### src/tfic_map.vh
// register map, field positions, reset values and timing constants
// of the timer flag and input capture block.
// assumes: included by tfic_top.v only; apb word index = paddr[7:2].
`ifndef TFIC_MAP_VH
`define TFIC_MAP_VH

// ----------------------------------------
// register indices (byte address = 4 * index)
// ----------------------------------------
`define TFIC_IDX_CTRL      6'h12
`define TFIC_IDX_FLAGS     6'h13
`define TFIC_IDX_CAP1_HI   6'h14
`define TFIC_IDX_CAP1_LO   6'h15
`define TFIC_IDX_CMP1_HI   6'h16
`define TFIC_IDX_CMP1_LO   6'h17
`define TFIC_IDX_CNT_HI    6'h18
`define TFIC_IDX_CNT_LO    6'h19
`define TFIC_IDX_ALT_HI    6'h1A
`define TFIC_IDX_ALT_LO    6'h1B
`define TFIC_IDX_CAP2_HI   6'h1C
`define TFIC_IDX_CAP2_LO   6'h1D
`define TFIC_IDX_CMP2_HI   6'h1E
`define TFIC_IDX_CMP2_LO   6'h1F
`define TFIC_ADDR_HI_ZERO  4'h0
`define TFIC_ALIGN_ZERO    2'h0

// ----------------------------------------
// control register fields
// ----------------------------------------
`define TFIC_CTRL_CAP_IE   7
`define TFIC_CTRL_CMP_IE   6
`define TFIC_CTRL_OVF_IE   5
`define TFIC_CTRL_EDGE1    1
`define TFIC_CTRL_MASK     8'hE2
`define TFIC_CTRL_RST      8'h00

// ----------------------------------------
// flag vector positions (register bits 7..3)
// ----------------------------------------
`define TFIC_FL_CAP1       4
`define TFIC_FL_CMP1       3
`define TFIC_FL_OVF        2
`define TFIC_FL_CAP2       1
`define TFIC_FL_CMP2       0
`define TFIC_FL_NUM        5
`define TFIC_FL_RST        5'h00
`define TFIC_FL_PAD        3'h0

// ----------------------------------------
// counter and reset values
// ----------------------------------------
`define TFIC_CNT_RST       16'hFFFC
`define TFIC_CNT_MAX       16'hFFFF
`define TFIC_CNT_ONE       16'h0001
`define TFIC_PRESC_RST     2'h0
`define TFIC_PRESC_ONE     2'h1
`define TFIC_PRESC_LAST    2'h3
`define TFIC_CMP_RST       16'h0000
`define TFIC_BYTE_ZERO     8'h00
`define TFIC_WORD_ZERO     32'h0000_0000
`define TFIC_SYNC_RST      3'h0
`define TFIC_FILL_RST      3'h0

`endif

### src/tfic_top.v
// timer status flags, dual input capture, free-running counter and
// two compare registers behind an apb slave.
// assumes: capture pins are asynchronous; apb master on pclk.
module tfic_top (
	// apb clock and reset
	input  wire        pclk,
	input  wire        presetn,
	// apb slave
	input  wire        psel,
	input  wire        penable,
	input  wire        pwrite,
	input  wire [11:0] paddr,
	input  wire [31:0] pwdata,
	output reg  [31:0] prdata,
	output reg         pready,
	output reg         pslverr,
	// capture pins
	input  wire        capture_in1,
	input  wire        capture_in2,
	// interrupt request
	output reg         timer_irq
);

`include "tfic_map.vh"

// ----------------------------------------
// declarations
// ----------------------------------------
reg  [7:0]  timer_control_reg;
wire [4:0]  flags;
reg  [1:0]  presc;
reg  [15:0] counter;
reg  [15:0] cnt_d1;
reg  [15:0] cnt_d2;
reg  [15:0] capture_reg_one;
reg  [15:0] capture_reg_two;
reg  [15:0] compare_reg_one;
reg  [15:0] compare_reg_two;
reg         lock1;
reg         lock2;
reg  [2:0]  sync1;
reg  [2:0]  sync2;
reg  [2:0]  sync_fill;
reg  [31:0] next_prdata;
reg         next_err;
wire [5:0]  idx;
wire        addr_ok;
wire        acc;
wire        rd;
wire        wr;
wire        tick;
wire [15:0] cnt_inc;
wire        edge1;
wire        edge2;
wire        load1;
wire        load2;
wire        hold1;
wire        hold2;
wire        status_acc;
wire [4:0]  set_ev;
wire [4:0]  clr_ev;
wire [15:0] cap_val;
wire [7:0]  flags_byte;

// ----------------------------------------
// apb decode
// ----------------------------------------
assign idx     = paddr[7:2];
assign addr_ok = (paddr[11:8] == `TFIC_ADDR_HI_ZERO) &&
	(paddr[1:0] == `TFIC_ALIGN_ZERO) &&
	(idx >= `TFIC_IDX_CTRL) && (idx <= `TFIC_IDX_CMP2_LO);
// the transfer completes at the edge where pready is seen high
assign acc     = psel & penable & pready;
assign rd      = acc & ~pwrite & addr_ok;
assign wr      = acc & pwrite & addr_ok;

assign flags_byte = {flags, `TFIC_FL_PAD};

always @* begin
	next_prdata = `TFIC_WORD_ZERO;
	next_err    = ~addr_ok;
	case (idx)
		`TFIC_IDX_CTRL:    next_prdata[7:0] = timer_control_reg;
		`TFIC_IDX_FLAGS:   next_prdata[7:0] = flags_byte;
		`TFIC_IDX_CAP1_HI: next_prdata[7:0] = capture_reg_one[15:8];
		`TFIC_IDX_CAP1_LO: next_prdata[7:0] = capture_reg_one[7:0];
		`TFIC_IDX_CMP1_HI: next_prdata[7:0] = compare_reg_one[15:8];
		`TFIC_IDX_CMP1_LO: next_prdata[7:0] = compare_reg_one[7:0];
		`TFIC_IDX_CNT_HI:  next_prdata[7:0] = counter[15:8];
		`TFIC_IDX_CNT_LO:  next_prdata[7:0] = counter[7:0];
		`TFIC_IDX_ALT_HI:  next_prdata[7:0] = counter[15:8];
		`TFIC_IDX_ALT_LO:  next_prdata[7:0] = counter[7:0];
		`TFIC_IDX_CAP2_HI: next_prdata[7:0] = capture_reg_two[15:8];
		`TFIC_IDX_CAP2_LO: next_prdata[7:0] = capture_reg_two[7:0];
		`TFIC_IDX_CMP2_HI: next_prdata[7:0] = compare_reg_two[15:8];
		`TFIC_IDX_CMP2_LO: next_prdata[7:0] = compare_reg_two[7:0];
		default:           next_prdata[7:0] = `TFIC_BYTE_ZERO;
	endcase
	if (~addr_ok) begin
		next_prdata = `TFIC_WORD_ZERO;
	end
end

// one wait state: pready rises in the second access cycle
always @(posedge pclk or negedge presetn) begin
	if (!presetn) begin
		pready  <= 1'b0;
		pslverr <= 1'b0;
		prdata  <= `TFIC_WORD_ZERO;
	end else begin
		pready  <= psel & penable & ~pready;
		pslverr <= psel & penable & ~pready & next_err;
		if (psel & penable & ~pready & (~pwrite | next_err)) begin
			prdata <= next_prdata;
		end
	end
end

// ----------------------------------------
// control and compare registers
// ----------------------------------------
always @(posedge pclk or negedge presetn) begin
	if (!presetn) begin
		timer_control_reg <= `TFIC_CTRL_RST;
		compare_reg_one   <= `TFIC_CMP_RST;
		compare_reg_two   <= `TFIC_CMP_RST;
	end else if (wr) begin
		case (idx)
			`TFIC_IDX_CTRL:    timer_control_reg <= pwdata[7:0] & `TFIC_CTRL_MASK;
			`TFIC_IDX_CMP1_HI: compare_reg_one[15:8] <= pwdata[7:0];
			`TFIC_IDX_CMP1_LO: compare_reg_one[7:0]  <= pwdata[7:0];
			`TFIC_IDX_CMP2_HI: compare_reg_two[15:8] <= pwdata[7:0];
			`TFIC_IDX_CMP2_LO: compare_reg_two[7:0]  <= pwdata[7:0];
			default: begin
				timer_control_reg <= timer_control_reg;
			end
		endcase
	end
end

// ----------------------------------------
// prescaler and free-running counter
// ----------------------------------------
assign tick    = (presc == `TFIC_PRESC_LAST);
assign cnt_inc = counter + `TFIC_CNT_ONE;

always @(posedge pclk or negedge presetn) begin
	if (!presetn) begin
		presc   <= `TFIC_PRESC_RST;
		counter <= `TFIC_CNT_RST;
		cnt_d1  <= `TFIC_CNT_RST;
		cnt_d2  <= `TFIC_CNT_RST;
	end else begin
		presc  <= presc + `TFIC_PRESC_ONE;
		cnt_d1 <= counter;
		cnt_d2 <= cnt_d1;
		if (tick) begin
			counter <= cnt_inc;
		end
	end
end

// ----------------------------------------
// capture pin synchronisers and edge detect
// ----------------------------------------
always @(posedge pclk or negedge presetn) begin
	if (!presetn) begin
		sync1     <= `TFIC_SYNC_RST;
		sync2     <= `TFIC_SYNC_RST;
		sync_fill <= `TFIC_FILL_RST;
	end else begin
		sync1     <= {sync1[1:0], capture_in1};
		sync2     <= {sync2[1:0], capture_in2};
		sync_fill <= {sync_fill[1:0], 1'b1};
	end
end

// stage 0 is read only by stage 1; compare stages 1 and 2
// edges count only once both stages hold real pin levels
assign edge1 = sync_fill[2] & (timer_control_reg[`TFIC_CTRL_EDGE1] ?
	(sync1[1] & ~sync1[2]) : (~sync1[1] & sync1[2]));
assign edge2 = sync_fill[2] & ~sync2[1] & sync2[2];

// a high byte read in flight blocks too, so both bytes match
assign hold1 = psel & penable & ~pwrite & addr_ok & (idx == `TFIC_IDX_CAP1_HI);
assign hold2 = psel & penable & ~pwrite & addr_ok & (idx == `TFIC_IDX_CAP2_HI);

// a low byte read in the same cycle releases the lock at once
assign load1 = edge1 & ~hold1 &
	(~lock1 | (rd & (idx == `TFIC_IDX_CAP1_LO)));
assign load2 = edge2 & ~hold2 &
	(~lock2 | (rd & (idx == `TFIC_IDX_CAP2_LO)));

// counter as it was while the pin changed, plus one
assign cap_val = cnt_d2 + `TFIC_CNT_ONE;

// ----------------------------------------
// capture registers: not touched by reset
// ----------------------------------------
always @(posedge pclk) begin
	if (load1) begin
		capture_reg_one <= cap_val;
	end
	if (load2) begin
		capture_reg_two <= cap_val;
	end
end

// ----------------------------------------
// capture read locks
// ----------------------------------------
always @(posedge pclk or negedge presetn) begin
	if (!presetn) begin
		lock1 <= 1'b0;
		lock2 <= 1'b0;
	end else begin
		if (rd && idx == `TFIC_IDX_CAP1_HI) begin
			lock1 <= 1'b1;
		end else if (rd && idx == `TFIC_IDX_CAP1_LO) begin
			lock1 <= 1'b0;
		end
		if (rd && idx == `TFIC_IDX_CAP2_HI) begin
			lock2 <= 1'b1;
		end else if (rd && idx == `TFIC_IDX_CAP2_LO) begin
			lock2 <= 1'b0;
		end
	end
end

// ----------------------------------------
// flag set and clear events
// ----------------------------------------
assign set_ev[`TFIC_FL_CAP1] = edge1;
assign set_ev[`TFIC_FL_CMP1] = tick & (cnt_inc == compare_reg_one);
assign set_ev[`TFIC_FL_OVF]  = tick & (counter == `TFIC_CNT_MAX);
assign set_ev[`TFIC_FL_CAP2] = edge2;
assign set_ev[`TFIC_FL_CMP2] = tick & (cnt_inc == compare_reg_two);

// status read or write arms each flag that is already set
assign status_acc = acc & addr_ok & (idx == `TFIC_IDX_FLAGS);

assign clr_ev[`TFIC_FL_CAP1] = rd & (idx == `TFIC_IDX_CAP1_LO);
assign clr_ev[`TFIC_FL_CMP1] = (rd | wr) & (idx == `TFIC_IDX_CMP1_LO);
// alternate counter low read never clears overflow
assign clr_ev[`TFIC_FL_OVF]  = rd & (idx == `TFIC_IDX_CNT_LO);
assign clr_ev[`TFIC_FL_CAP2] = rd & (idx == `TFIC_IDX_CAP2_LO);
assign clr_ev[`TFIC_FL_CMP2] = (rd | wr) & (idx == `TFIC_IDX_CMP2_LO);

// ----------------------------------------
// flag registers
// ----------------------------------------
tfic_flag u_flag_cap1 (
	.pclk       (pclk),
	.presetn    (presetn),
	.set_ev     (set_ev[`TFIC_FL_CAP1]),
	.clr_ev     (clr_ev[`TFIC_FL_CAP1]),
	.status_acc (status_acc),
	.flag       (flags[`TFIC_FL_CAP1])
);

tfic_flag u_flag_cmp1 (
	.pclk       (pclk),
	.presetn    (presetn),
	.set_ev     (set_ev[`TFIC_FL_CMP1]),
	.clr_ev     (clr_ev[`TFIC_FL_CMP1]),
	.status_acc (status_acc),
	.flag       (flags[`TFIC_FL_CMP1])
);

tfic_flag u_flag_ovf (
	.pclk       (pclk),
	.presetn    (presetn),
	.set_ev     (set_ev[`TFIC_FL_OVF]),
	.clr_ev     (clr_ev[`TFIC_FL_OVF]),
	.status_acc (status_acc),
	.flag       (flags[`TFIC_FL_OVF])
);

tfic_flag u_flag_cap2 (
	.pclk       (pclk),
	.presetn    (presetn),
	.set_ev     (set_ev[`TFIC_FL_CAP2]),
	.clr_ev     (clr_ev[`TFIC_FL_CAP2]),
	.status_acc (status_acc),
	.flag       (flags[`TFIC_FL_CAP2])
);

tfic_flag u_flag_cmp2 (
	.pclk       (pclk),
	.presetn    (presetn),
	.set_ev     (set_ev[`TFIC_FL_CMP2]),
	.clr_ev     (clr_ev[`TFIC_FL_CMP2]),
	.status_acc (status_acc),
	.flag       (flags[`TFIC_FL_CMP2])
);

// ----------------------------------------
// interrupt request
// ----------------------------------------
always @(posedge pclk or negedge presetn) begin
	if (!presetn) begin
		timer_irq <= 1'b0;
	end else begin
		timer_irq <=
			((flags[`TFIC_FL_CAP1] | flags[`TFIC_FL_CAP2]) &
				timer_control_reg[`TFIC_CTRL_CAP_IE]) |
			((flags[`TFIC_FL_CMP1] | flags[`TFIC_FL_CMP2]) &
				timer_control_reg[`TFIC_CTRL_CMP_IE]) |
			(flags[`TFIC_FL_OVF] & timer_control_reg[`TFIC_CTRL_OVF_IE]);
	end
end

endmodule // tfic_top

// ----------------------------------------
// one status flag with its two-step clear
// ----------------------------------------
module tfic_flag (
	// clock and reset
	input  wire pclk,
	input  wire presetn,
	// events
	input  wire set_ev,
	input  wire clr_ev,
	input  wire status_acc,
	// flag
	output reg  flag
);

reg arm;

always @(posedge pclk or negedge presetn) begin
	if (!presetn) begin
		flag <= 1'b0;
		arm  <= 1'b0;
	end else begin
		// a new event wins over a clear in the same cycle
		if (set_ev) begin
			flag <= 1'b1;
		end else if (arm & clr_ev) begin
			flag <= 1'b0;
		end
		// status access while set arms the clear
		if (status_acc & flag) begin
			arm <= 1'b1;
		end else if (clr_ev | ~flag) begin
			arm <= 1'b0;
		end
	end
end

endmodule // tfic_flag

### config.mk
export PLATFORM = sky130hd
export DESIGN_NAME = tfic_top
export DESIGN_NICKNAME = d
export VERILOG_FILES = /design/src/tfic_top.v
export VERILOG_INCLUDE_DIRS = /design/src
export SDC_FILE = /design/constraint.sdc
export NUM_CORES = 1
export LEC_CHECK = 0
export BUFFER_PORTS_ARGS = -buffer_cell sky130_fd_sc_hd__buf_2
export CORE_MARGIN = 2
export CORE_UTILIZATION = 40
export CTS_BUF_LIST = sky130_fd_sc_hd__clkbuf_16
export DETAILED_ROUTE_END_ITERATION = 16
export SLEW_MARGIN = 5
export SYNTH_ARGS = -nofsm -noshare
export SYNTH_HDL_FRONTEND = slang
export SYNTH_SLANG_ARGS = --single-unit
### constraint.sdc
create_clock -name pclk -period 5.2 [get_ports pclk]
set_clock_uncertainty 0.1 [all_clocks]
set_input_delay 1.04 -clock pclk [delete_from_list [all_inputs] [get_ports pclk]]
set_output_delay 1.04 -clock pclk [all_outputs]
set_load 0.02 [all_outputs]
# [Word level (Yosys, flattened, before mapping)]
# Cells that the tools add are included.
[totals] regBits=174 inputBits=51 output_inout_bits=35 elab_cells=181
[classes] n_addsub=3 order_cmp=2 n_eq_ne=18 n_mux=27 bitwise_logic=73 n_reduce_logical=28
[ops] operator="$pmux W8 S12" n=1
[ops] operator="$eq A6 B5 Y1 const B" n=14
[ops] operator="$and A1 B1 Y1" n=45
[ops] operator="$add A16 B1 Y16 const B" n=2
[ops] operator="$eq A16 B16 Y1" n=2
[ops] operator="$mux W1" n=25
[ops] operator="$reduce_bool A2 Y1" n=12
[ops] operator="$eq A16 B16 Y1 const B" n=1
[ops] operator="$not A1 Y1" n=15
[ops] operator="$or A1 B1 Y1" n=13
[ops] operator="$reduce_and A2 Y1" n=5
[ops] operator="$mux W8" n=1
[ops] operator="$logic_and A1 B1 Y1" n=7
[ops] operator="$ge A6 B5 Y1 const B" n=1
[ops] operator="$le A6 B5 Y1 const B" n=1
[ops] operator="$logic_not A4 Y1" n=1
[ops] operator="$reduce_or A2 Y1" n=2
[ops] operator="$add A2 B1 Y2 const B" n=1
[ops] operator="$eq A2 B2 Y1 const B" n=1
[ops] operator="$logic_not A2 Y1" n=1

# [Depth between registers and ports, before layout]
# Gate-level depths: netlist of run 1.
[depth] word_depth=10 ltp_mapped=8 ltp_nobuf=7

# [Modules after synthesis]
# Synthesis of run 1 repeated with hierarchy kept, for this count alone.
[unflattened] cells_unflattened=644 area_unflattened_um2=7353.3
[modules_own_cells] mod="tfic_top" instances=1 cells_per_inst=614 area_each_um2=6977.9 seq_area_each_um2=3716.1
[modules_own_cells] mod="tfic_flag" instances=5 cells_per_inst=6 area_each_um2=75.1 seq_area_each_um2=50.0

# [Least setup slack after synthesis of run 1]
# OpenSTA, ideal clock, no wires.
[synth_path] path_type="input port to flip-flop" startpoint="in paddr[7]" endpoint="reg capture_reg_one[0], enable pin" arrival_ns=3.423 t_required_ns=4.683 setup_slack_ns=1.260 path_stages=7 path_buffers=1 path_cell_list="nor4b_1 > and4_1 > clkbuf_1 > nand2b_1 > inv_1 > nand2_1 > a221oi_1"
[synth_between] elab_chain_len=8
[synth_rtl] element="start, declared" line="tfic_top.v:12" source="input wire [11:0] paddr,"
[synth_rtl] element="$ge A6 B5 Y1 (no source line)"
[synth_rtl] element="$logic_and A1 B1 Y1 (2 in series)" line="tfic_top.v:69" source="assign addr_ok = (paddr[11:8] == `TFIC_ADDR_HI_ZERO) &&"
[synth_rtl] element="$and A1 B1 Y1 (2 in series)" line="tfic_top.v:185" source="assign hold1 = psel & penable & ~pwrite & addr_ok & (idx == `TFIC_IDX_CAP1_HI);"
[synth_rtl] element="$not A1 Y1" line="tfic_top.v:189" source="assign load1 = edge1 & ~hold1 &"
[synth_rtl] element="$and A1 B1 Y1" line="tfic_top.v:189"
[synth_rtl] element="$and A1 B1 Y1 *" line="tfic_top.v:189"
[synth_rtl] element="net load1" line="tfic_top.v:55" source="wire load1;"
[synth_rtl] element="end signal, assigned" line="tfic_top.v:202" source="capture_reg_one <= cap_val;"
[synth_rtl] element="end, declared" line="tfic_top.v:35" source="reg [15:0] capture_reg_one;"
# Mark *: on every way through the listed nets, which the timed path passes. The rest lies on a longest branch.
# A chain may end at the register's enable or synchronous reset.

# [Final worst setup path of run 1]
[layout_path] startpoint="reg counter[4]" endpoint="reg u_flag_cmp2.flag"
[layout_between] elab_chain_len=4
[layout_rtl] element="start, declared" line="tfic_top.v:32" source="reg [15:0] counter;"
[layout_rtl] element="start signal, assigned" line="tfic_top.v:150" source="counter <= `TFIC_CNT_RST;"
[layout_rtl] element="start signal, assigned" line="tfic_top.v:158" source="counter <= cnt_inc;"
[layout_rtl] element="$add A16 B1 Y16 (no source line) *"
[layout_rtl] element="$eq A16 B16 Y1 *" line="tfic_top.v:237" source="assign set_ev[`TFIC_FL_CMP2] = tick & (cnt_inc == compare_reg_two);"
[layout_rtl] element="$and A1 B1 Y1 *" line="tfic_top.v:237"
[layout_rtl] element="$mux W1 / $reduce_bool A2 Y1 (equally long branches)"
[layout_rtl] element="end signal, assigned" line="tfic_top.v:334" source="flag <= 1'b0;"
[layout_rtl] element="end signal, assigned" line="tfic_top.v:339" source="flag <= 1'b1;"
[layout_rtl] element="end signal, assigned" line="tfic_top.v:341" source="flag <= 1'b0;"
[layout_rtl] element="end, declared" line="tfic_top.v:327" source="output reg flag"
# Mark *: on every way between the ends. The rest lies on a longest branch, timed or not.

==> impl_metrics.json, run 1 <==
{
  "period_share": 0.604,
  "initial_core_util": 0.404,
  "synthMuxAreaShare": 0.0730,
  "drive_above_1_share": 0.262,
  "relSlewSlack": 0.190,
  "coreArea_mm2": 0.0178,
  "port_buffers": 37,
  "grt_pass1_wl_um": 29800,
  "boundaryPins": 86,
  "synth_edf_count": 32,
  "grt_pass1_vias": 4977,
  "regArea_mm2": 0.00397,
  "cp.required_ns": 5.47,
  "finalCriticalPeriod_ns": 3.14,
  "worst_pin_slew_ns": 1.21,
  "synth.top_cells.by_count": "76 x dfrtp_1, 51 x xnor2_1, 49 x nand2_1, 42 x dfstp_2, 36 x mux2_2",
  "synth_top_area_cell": "dfrtp_1",
  "multi_input_area_mm2": 0.00301,
  "status": "complete, no violations",
  "clock_path_buffers": 2,
  "post_synth_instance_area_mm2": 0.00721,
  "holdBufCountCts": 0,
  "path_class": "flip-flop to flip-flop",
  "cp_data_arrival_time_ns": 3.41,
  "drv_slew": 0,
  "ys_warn_count": 0,
  "drc": 0,
  "syn_inst": 603,
  "synth_top_family_by_area": "simple AND/OR/NAND/NOR gates",
  "antenna_cells": 0,
  "die_x_um": 138,
  "vias": 4915,
  "instances_no_fill": 878,
  "die_h_um": 138,
  "endpoint_kind": "flip-flop",
  "avgRoutedWirePerCell_um": 21.2,
  "h-tree-depth": 4,
  "dp.cells": 846,
  "synth.avg_cell_area_um2": 12.0,
  "drtIter0Drc": 516,
  "fin_setup_tns_ns": 0,
  "root_buffer": "clkbuf_16",
  "numCtsBuffers": 17,
  "synth_compound_area_frac": 0.100,
  "grt_max_degree": 69,
  "antenna_found_initial": 0,
  "post_cts_buffers": 0,
  "synth-xor-area-share": 0.0777,
  "rsz0062_at_grt": "false",
  "synth_simple_gate_area_share": 0.146,
  "drt_wl_total_um": 18700,
  "grtUsageTotal": 0.203,
  "cts_tree": "yes",
  "powerDensity_mw_per_mm2": 311,
  "place_congestion": 0.962,
  "viasPerCell": 5.60,
  "synthTopCellsByArea": "dfrtp_1 26%, dfstp_2 15%, edfxtp_1 13%",
  "finalHoldViolCount": 0,
  "peakVddDrop_mv": 0.227,
  "dpl_worst_slack_ns": 1.72,
  "synth_cell_type_count": 71,
  "clkTransAtPathRegs_ns": 0.07,
  "synthAdderAreaFrac": 0.00520,
  "holdCritPathClass": "flip-flop to flip-flop",
  "worstPathMaxFanout": 13,
  "synthArstFlopShare": 0.787,
  "post-dp-hpwl_um": 13600,
  "die_area_mm2": 0.0191,
  "cts.sinks": 150,
  "start_kind": "flip-flop",
  "area_growth_pct": 12.7,
  "setup_ws_ns": 2.06,
  "synth-seq-area-share": 0.550,
  "final_antenna_net_count": 0,
  "nFillCells": 1616,
  "timing.fmax_ghz": 0.318,
  "synthFlopType": "dfrtp_1",
  "grt_remaining_overflow": 0,
  "dr.pass1.iters": 5,
  "netlist.area_leader.share": 0.264,
  "worstSkewPairLatency_ns": 0.43,
  "power_leakage_nw": 3.42,
  "num_rows": 49,
  "setup_viol_count_final": 0,
  "ys_seq_elements": 150,
  "maxCapViolations": 0,
  "synth_most_common_cell": "dfrtp_1",
  "post_cts_resized": 0,
  "nets": 690
}
==> placed cells by master (no fill, tap or decap), drive strengths merged, types with 5 or more instances in the layout <==
master / count
dfrtp: 76
xnor2: 51
nand2: 49
dfstp: 42
buf: 42
mux2: 37
edfxtp: 32
nor2: 26
conb: 25
nand3: 19
inv: 19
o21ai: 18
clkbuf: 18
xor2: 13
nand4: 13
a221oi: 13
mux2i: 11
nor4: 11
and3: 10
nand2b: 10
a222oi: 10
nor2b: 8
a21oi: 8
nor3: 8
a31oi: 6
a22oi: 6
nor3b: 5
a21o: 5
==> where the power goes <==
part / switching [W] / internal [W]
clock network: 0.000535 / 0.000710
logic: 0.0000589 / 0.0000167
registers: 0.00000266 / 0.00121
total: 0.000596 / 0.00193
==> layout make-up <==
type                    instances  area share
well taps                     229      0.0352
clock buffers                  18      0.0554
inverters                      10     0.00462
clock inverters                14      0.0191
flip-flops and latches        150       0.488
multi-input cells             415       0.370
repair buffers                 42      0.0277
==> cells by family (layout without fill, tap and decap cells) <==
logic type      count (synthesis)  after routing
simple gates                  180            180
flops                         150            150
compound gates                 95             95
xor+xnor                       64             64
buf+inv                        61             84
mux                            48             48
fa+ha+maj                       3              3
other cells                     2             25
==> per-stage QoR <==
stage	power, W	hold slack [ns]	area, um2	utilization
after global routing	0.00261	0.249	8130	0.456
after CTS	0.00255	0.241	8130	0.456
after global placement	0.00131	0.232	7530	0.422
final	0.00253	0.239	8130	0.456
after detailed placement	0.00131	0.236	7530	0.422
after floorplan	0.00128	0.231	7300	-
==> critical path, stage by stage, from the launching register on <==
cell and delay, ns:
dfstp_2 0.74, nand2_1 0.43, nor4_4 0.57, o32ai_1 0.13, or4_1 0.58, nor4_1 0.35, a31o_1 0.19
==> path summary, 6_finish.rpt <==
| kind | startpoint | to | slack, ns | cells after the start |
|---|---|---|---|---|
| min in group asynchronous | presetn | sync1[2]$_DFF_PN0_ | 0.60 | 1 |
| min reg2reg | sync1[0]$_DFF_PN0_ | sync1[1]$_DFF_PN0_ | 0.24 | 0 |
| max in group asynchronous | presetn | cnt_d1[0]$_DFF_PN0_ | 3.27 | 2 |
| min | sync1[0]$_DFF_PN0_ | sync1[1]$_DFF_PN0_ | 0.24 | 0 |
| max | counter[4]$_DFFE_PN1P_ | u_flag_cmp2.flag$_DFFE_PN0P_ | 2.06 | 6 |
| max reg2reg | counter[4]$_DFFE_PN1P_ | u_flag_cmp2.flag$_DFFE_PN0P_ | 2.06 | 6 |
==> layer usage <==
layer	wire length, um	part of all wire	vias to the layer above	GRT usage
li1	-	-	2232	-
met1	8310	0.45	2490	0.281
met2	8950	0.48	167	0.324
met3	1060	0.057	26	0.0426
met4	342	0.018	0	0.0612
met5	0	0	-	0
Power figures use the tool's default switching activity.
==> inputs of run 2 (changes only) <==
Settings changed: ABC_AREA set to 1.
Clock period 5.2 ns to 2.8 ns, I/O delays scaled along.
==> run 2 against run 1 <==
Compared with the run above:
- global-route usage is 0.26 points higher
- clock power is 77% higher
- die area rose by 0.67%
- count of clock-buffer cells in the layout unchanged
- non-clock buffer count up 8
- total power grew 83%
- register-to-register slack worse by 1.7 ns
- sequential power up 87%
- critical path depth grew 5
- sequential share of layout area shrank 0.83 points
- sequential cell count unchanged
- synthesized area is 0.69% higher
- largest cell class unchanged
==> impl_metrics.json, run 2 <==
{
  "num_rows": 49,
  "netlist.area_leader.share": 0.262,
  "whs_ns": 0.0184,
  "drive_above_1_share": 0.153,
  "boundaryPins": 86,
  "mostFrequentLayoutCell": "nand2_1",
  "holdBufCountCts": 0,
  "powerDensity_mw_per_mm2": 559,
  "synth_top_area_cell": "dfrtp_1",
  "coreArea_mm2": 0.0179,
  "dr.pass1.iters": 5,
  "rrSetupSlack_ns": 0.37,
  "maxCapViolations": 0,
  "numCtsBuffers": 17,
  "r2r_end": "u_flag_cmp1.flag$_DFFE_PN0P_",
  "synth_edf_count": 32,
  "syn_inst": 837,
  "period_share": 0.866,
  "nets": 950,
  "drt_wl_total_um": 19000,
  "drc": 0,
  "h-tree-depth": 4,
  "status": "complete, no violations",
  "post-dp-hpwl_um": 14500,
  "grt_pass1_wl_um": 30100,
  "relSlewSlack": 0.546,
  "worst_pin_slew_ns": 0.674,
  "synth.top_cells.by_count": "219 x nand2_1, 100 x inv_1, 90 x nand3_1, 76 x dfrtp_1, 69 x nor2_1",
  "place_congestion": 0.956,
  "grtUsageTotal": 0.206,
  "post_cts_resized": 0,
  "port_buffers": 37,
  "setup_viol_count_final": 0,
  "antenna_cells": 0,
  "finalCriticalPeriod_ns": 2.43,
  "critical_path.max_stage_delay_ns": 0.45,
  "synth-seq-area-share": 0.546,
  "r2r_start": "counter[1]$_DFFE_PN0P_",
  "die_h_um": 139,
  "synth_cell_type_count": 39,
  "ys_warn_count": 0,
  "cp.required_ns": 3.06,
  "cts_tree": "yes",
  "synthArstFlopShare": 0.787,
  "clock_path_buffers": 2,
  "die_area_mm2": 0.0193,
  "synth_most_common_cell": "nand2_1",
  "crit_chain": "ha_1 > nand2_1 > nor2_1 > nand4_1 > nand2_1 > nand2_1 > nand2_1 > nand2_1 > nor2_1 > nand3_1 > nand2_1",
  "final_cell_mix": "219 x nand2_1, 101 x inv_1, 90 x nand3_1",
  "finalHoldViolCount": 0,
  "peakVddDrop_mv": 0.406,
  "final_antenna_net_count": 0,
  "clkTransAtPathRegs_ns": 0.06,
  "root_buffer": "clkbuf_16",
  "timing.fmax_ghz": 0.412,
  "grt_max_degree": 50,
  "path_class": "flip-flop to flip-flop",
  "avgRoutedWirePerCell_um": 16.7,
  "cp_data_arrival_time_ns": 2.69,
  "power_leakage_nw": 3.66,
  "reg2regPathDepth": 11,
  "grt_pass1_vias": 5531,
  "drv_slew": 0,
  "area_growth_pct": 13.9,
  "grt_remaining_overflow": 0,
  "ys_seq_elements": 150,
  "fin_setup_tns_ns": 0,
  "start_kind": "flip-flop",
  "antenna_found_initial": 0,
  "endpoint_kind": "flip-flop",
  "slowest_stage": "dfrtp_1",
  "die_x_um": 139,
  "vias": 5691,
  "crit_top_cell": "nand2_1",
  "viasPerCell": 5.00,
  "synthTopCellsByArea": "dfrtp_1 26%, dfstp_2 15%, edfxtp_1 13%",
  "worstSkewPairLatency_ns": 0.43,
  "post_synth_instance_area_mm2": 0.00726,
  "worstPathMaxFanout": 6,
  "synthFlopType": "dfrtp_1",
  "cts.sinks": 150,
  "rsz0062_at_grt": "false",
  "post_cts_buffers": 0,
  "synth.avg_cell_area_um2": 8.68,
  "holdCritPathClass": "input pin to async pin",
  "drtIter0Drc": 598,
  "initial_core_util": 0.406
}
==> run 2: worst max-delay path: cells and delay by family (launching register included) <==
family                     cells  cell delay, ns
adders and majority gates      1            0.30
DFF                            1            0.45
and+or+nand+nor               10            1.50
==> run 2: worst max-delay path by stage <==
stage	start	end	slack, ns
final	counter[1]$_DFFE_PN0P_	u_flag_cmp1.flag$_DFFE_PN0P_	0.37
after global routing	counter[1]$_DFFE_PN0P_	u_flag_cmp1.flag$_DFFE_PN0P_	0.16
after CTS	counter[1]$_DFFE_PN0P_	u_flag_cmp1.flag$_DFFE_PN0P_	0.42
after detailed placement	paddr[1]	capture_reg_two[0]$_DFFE_PP_	0.40
after global placement	paddr[1]	capture_reg_two[4]$_DFFE_PP_	0.41
after floorplan	paddr[1]	capture_reg_one[0]$_DFFE_PP_	0.13
==> run 2: cell families after synthesis <==
family,after synthesis,synth area share
other,2,0.00103
adder cells (fa/ha/maj),3,0.00517
buffers and inverters,134,0.0842
AND/OR/NAND/NOR,415,0.249
XOR/XNOR,20,0.0281
AO/OA/AOI/OAI,113,0.0865
flip-flops,150,0.546
==> run 2: power breakdown <==
part | internal (W) | switching, W | leakage (nW) | total (W)
clock | 0.00128 | 0.000916 | 0.292 | 0.00219
combinational | 0.0000349 | 0.000132 | 1.68 | 0.000167
sequential | 0.00226 | 0.00000824 | 1.69 | 0.00226
total | 0.00357 | 0.00106 | 3.66 | 0.00463
==> run 2: metrics by stage <==
step	cells	power [W]	setup WS (ns)	utilization	cell area, um2
2_1_floorplan	860	0.00241	0.134	-	7350
3_3_place_gp	1106	0.00247	0.409	0.430	7700
3_5_place_dp	1106	0.00247	0.400	0.430	7700
4_1_cts	1138	0.00468	0.417	0.462	8270
5_1_grt	1138	0.00479	0.160	0.462	8270
6_report	1138	0.00463	0.375	0.462	8270
==> run 2: metal layers <==
| layer | wire length (um) | track usage |
|---|---|---|
| met1 | 8610 | 0.280 |
| met2 | 8850 | 0.320 |
| met3 | 1010 | 0.0494 |
| met4 | 507 | 0.0797 |
| met5 | 0 | 0 |
==> run 2: layout make-up <==
class	instances	area, um2
Clock inverter	14	121
Multi-Input combinational cell	576	2770
Fill cell	1753	9630
Timing Repair Buffer	50	298
Inverter	101	379
Tap cell	229	287
Sequential cell	150	3970
Clock buffer	18	450
==> inputs of run 3 (changes only) <==
Settings changed: CELL_PAD_IN_SITES_DETAIL_PLACEMENT set to 1, CELL_PAD_IN_SITES_GLOBAL_PLACEMENT set to 2, CORE_UTILIZATION 40 to 32, PLACE_DENSITY_LB_ADDON set to 0.1.
==> run 3 against run 2 <==
Compared with the run above:
- worst setup slack worse by 0.0067 ns
- design area rose by 1.2%
- worst hold slack improved by 0.040 ns
- first-iteration DRC count is 49% lower
==> impl_metrics.json, run 3 (synthesized netlist as in run 2, its figures left out) <==
{
  "status": "complete, no violations",
  "mostFrequentLayoutCell": "nand2_1",
  "p_clk_frac": 0.468,
  "fin_setup_tns_ns": 0,
  "drt_wl_total_um": 22900,
  "cts_tree": "yes",
  "swShare": 0.240,
  "finalHoldViolCount": 0,
  "worstSkewPairLatency_ns": 0.43,
  "peakVddDrop_mv": 0.351,
  "final_antenna_net_count": 0,
  "worst_pin_slew_ns": 0.674,
  "viasPerCell": 4.88,
  "antenna_found_initial": 5,
  "crit_buf_inv": 1,
  "grt_max_degree": 119,
  "h-tree-depth": 4,
  "power_leakage_nw": 3.67,
  "setup_viol_count_final": 0,
  "intPower_w": 0.00348,
  "die_area_mm2": 0.0239,
  "pwr-share-comb": 0.037,
  "crit_top_cell": "nand2_1",
  "root_buffer": "clkbuf_16",
  "critPathTopFamily": "simple AND/OR/NAND/NOR gates",
  "area_growth_pct": 15.2,
  "grt_pass1_vias": 6288,
  "drtIter0Drc": 306,
  "cp.required_ns": 3.01,
  "endpoint_kind": "flip-flop",
  "worstPathMaxFanout": 6,
  "timing.fmax_ghz": 0.411,
  "start_kind": "flip-flop",
  "clkTransAtPathRegs_ns": 0.07,
  "coreArea_mm2": 0.0224,
  "die_h_um": 155,
  "numCtsBuffers": 17,
  "rsz0062_at_grt": "false",
  "post-dp-hpwl_um": 18000,
  "post_cts_resized": 0,
  "boundaryPins": 86,
  "relSlewSlack": 0.551,
  "grt_use_met2": 0.349,
  "pwr-share-seq": 0.494,
  "finalCriticalPeriod_ns": 2.43,
  "grt_remaining_overflow": 0,
  "grt_pass1_wl_um": 35700,
  "avgRoutedWirePerCell_um": 19.1,
  "path_class": "flip-flop to flip-flop",
  "drive_above_1_share": 0.154,
  "cts.sinks": 150,
  "grt_busiest_layer": "met2",
  "port_buffers": 37,
  "drv_slew": 0,
  "slowest_stage": "dfrtp_1",
  "die_x_um": 155,
  "switching_power_w": 0.00110,
  "crit_chain": "ha_1 > nand2_1 > nor2_1 > buf_4 > nand3_1 > nand2_1 > nand2_1 > nand2_1 > nand2_1 > nand2_1 > nor2_1 > nand3_1 > nand2_1",
  "holdBufCountCts": 0,
  "powerDensity_mw_per_mm2": 547,
  "cp_data_arrival_time_ns": 2.64,
  "initial_core_util": 0.324,
  "grtUsageTotal": 0.201,
  "num_rows": 55,
  "critical_path.max_stage_delay_ns": 0.46,
  "multi_input_area_mm2": 0.00277,
  "p_total_w": 0.00458,
  "holdCritPathClass": "input pin to async pin",
  "regArea_mm2": 0.00397,
  "grtUsageMet1": 0.239,
  "use_met3": 0.0482,
  "dr.pass1.iters": 5,
  "rrSetupSlack_ns": 0.37,
  "vias": 5851,
  "period_share": 0.869,
  "drc": 0,
  "nets": 952,
  "final_cell_mix": "219 x nand2_1, 101 x inv_1, 90 x nand3_1",
  "clock_path_buffers": 2,
  "post_cts_buffers": 0,
  "nFillCells": 2633,
  "place_congestion": 0.856,
  "maxCapViolations": 0
}
run 3: final timing paths:
| path | from | depth (start not counted) | end |
|---|---|---|---|
| max | counter[1]$_DFFE_PN0P_ | 13 | u_flag_cmp1.flag$_DFFE_PN0P_ |
| max in group asynchronous | presetn | 2 | compare_reg_two[4]$_DFFE_PN0P_ |
| min in group pclk | capture_in2 | 1 | sync2[0]$_DFF_PN0_ |
| min reg2reg | sync_fill[0]$_DFF_PN0_ | 0 | sync_fill[1]$_DFF_PN0_ |
| min | presetn | 2 | prdata[4]$_DFFE_PN0P_ |
| max reg2reg | counter[1]$_DFFE_PN0P_ | 13 | u_flag_cmp1.flag$_DFFE_PN0P_ |
run 3: cell type report:
class	instances	area share
well taps	285	0.0426
clock buffers	18	0.0538
inverters	101	0.0453
clock inverters	14	0.0121
flip-flops and latches	150	0.474
repair buffers	52	0.0404
multi-input cells	576	0.331
diodes	3	0.000897
run 3: power by group through the flow:
stage | clock, W | combinational [W] | sequential (W)
CTS | 0.00221 | 0.000175 | 0.00226
floorplan | 0 | 0.000104 | 0.00230
finish | 0.00215 | 0.000172 | 0.00226
global route | 0.00230 | 0.000193 | 0.00226
global placement | 0 | 0.000171 | 0.00230
detailed placement | 0 | 0.000175 | 0.00230
run 3: metal layers:
layer,vias up,wire length [um]
met4,4,675
met1,2823,9770
met3,42,1070
met5,-,27
li1,2842,-
met2,140,11400
run 3: per-stage QoR:
step | utilization | cell area [um2] | cells | worst slack [ns] | hold WS, ns
after global routing | 0.373 | 8360 | 1196 | 0.183 | 0.121
after CTS | 0.373 | 8360 | 1196 | 0.398 | 0.114
after floorplan | - | 7350 | 860 | 0.134 | 0.164
after global placement | 0.348 | 7810 | 1164 | 0.325 | 0.233
after detailed placement | 0.348 | 7810 | 1164 | 0.321 | 0.236
final | 0.373 | 8370 | 1199 | 0.368 | 0.0580
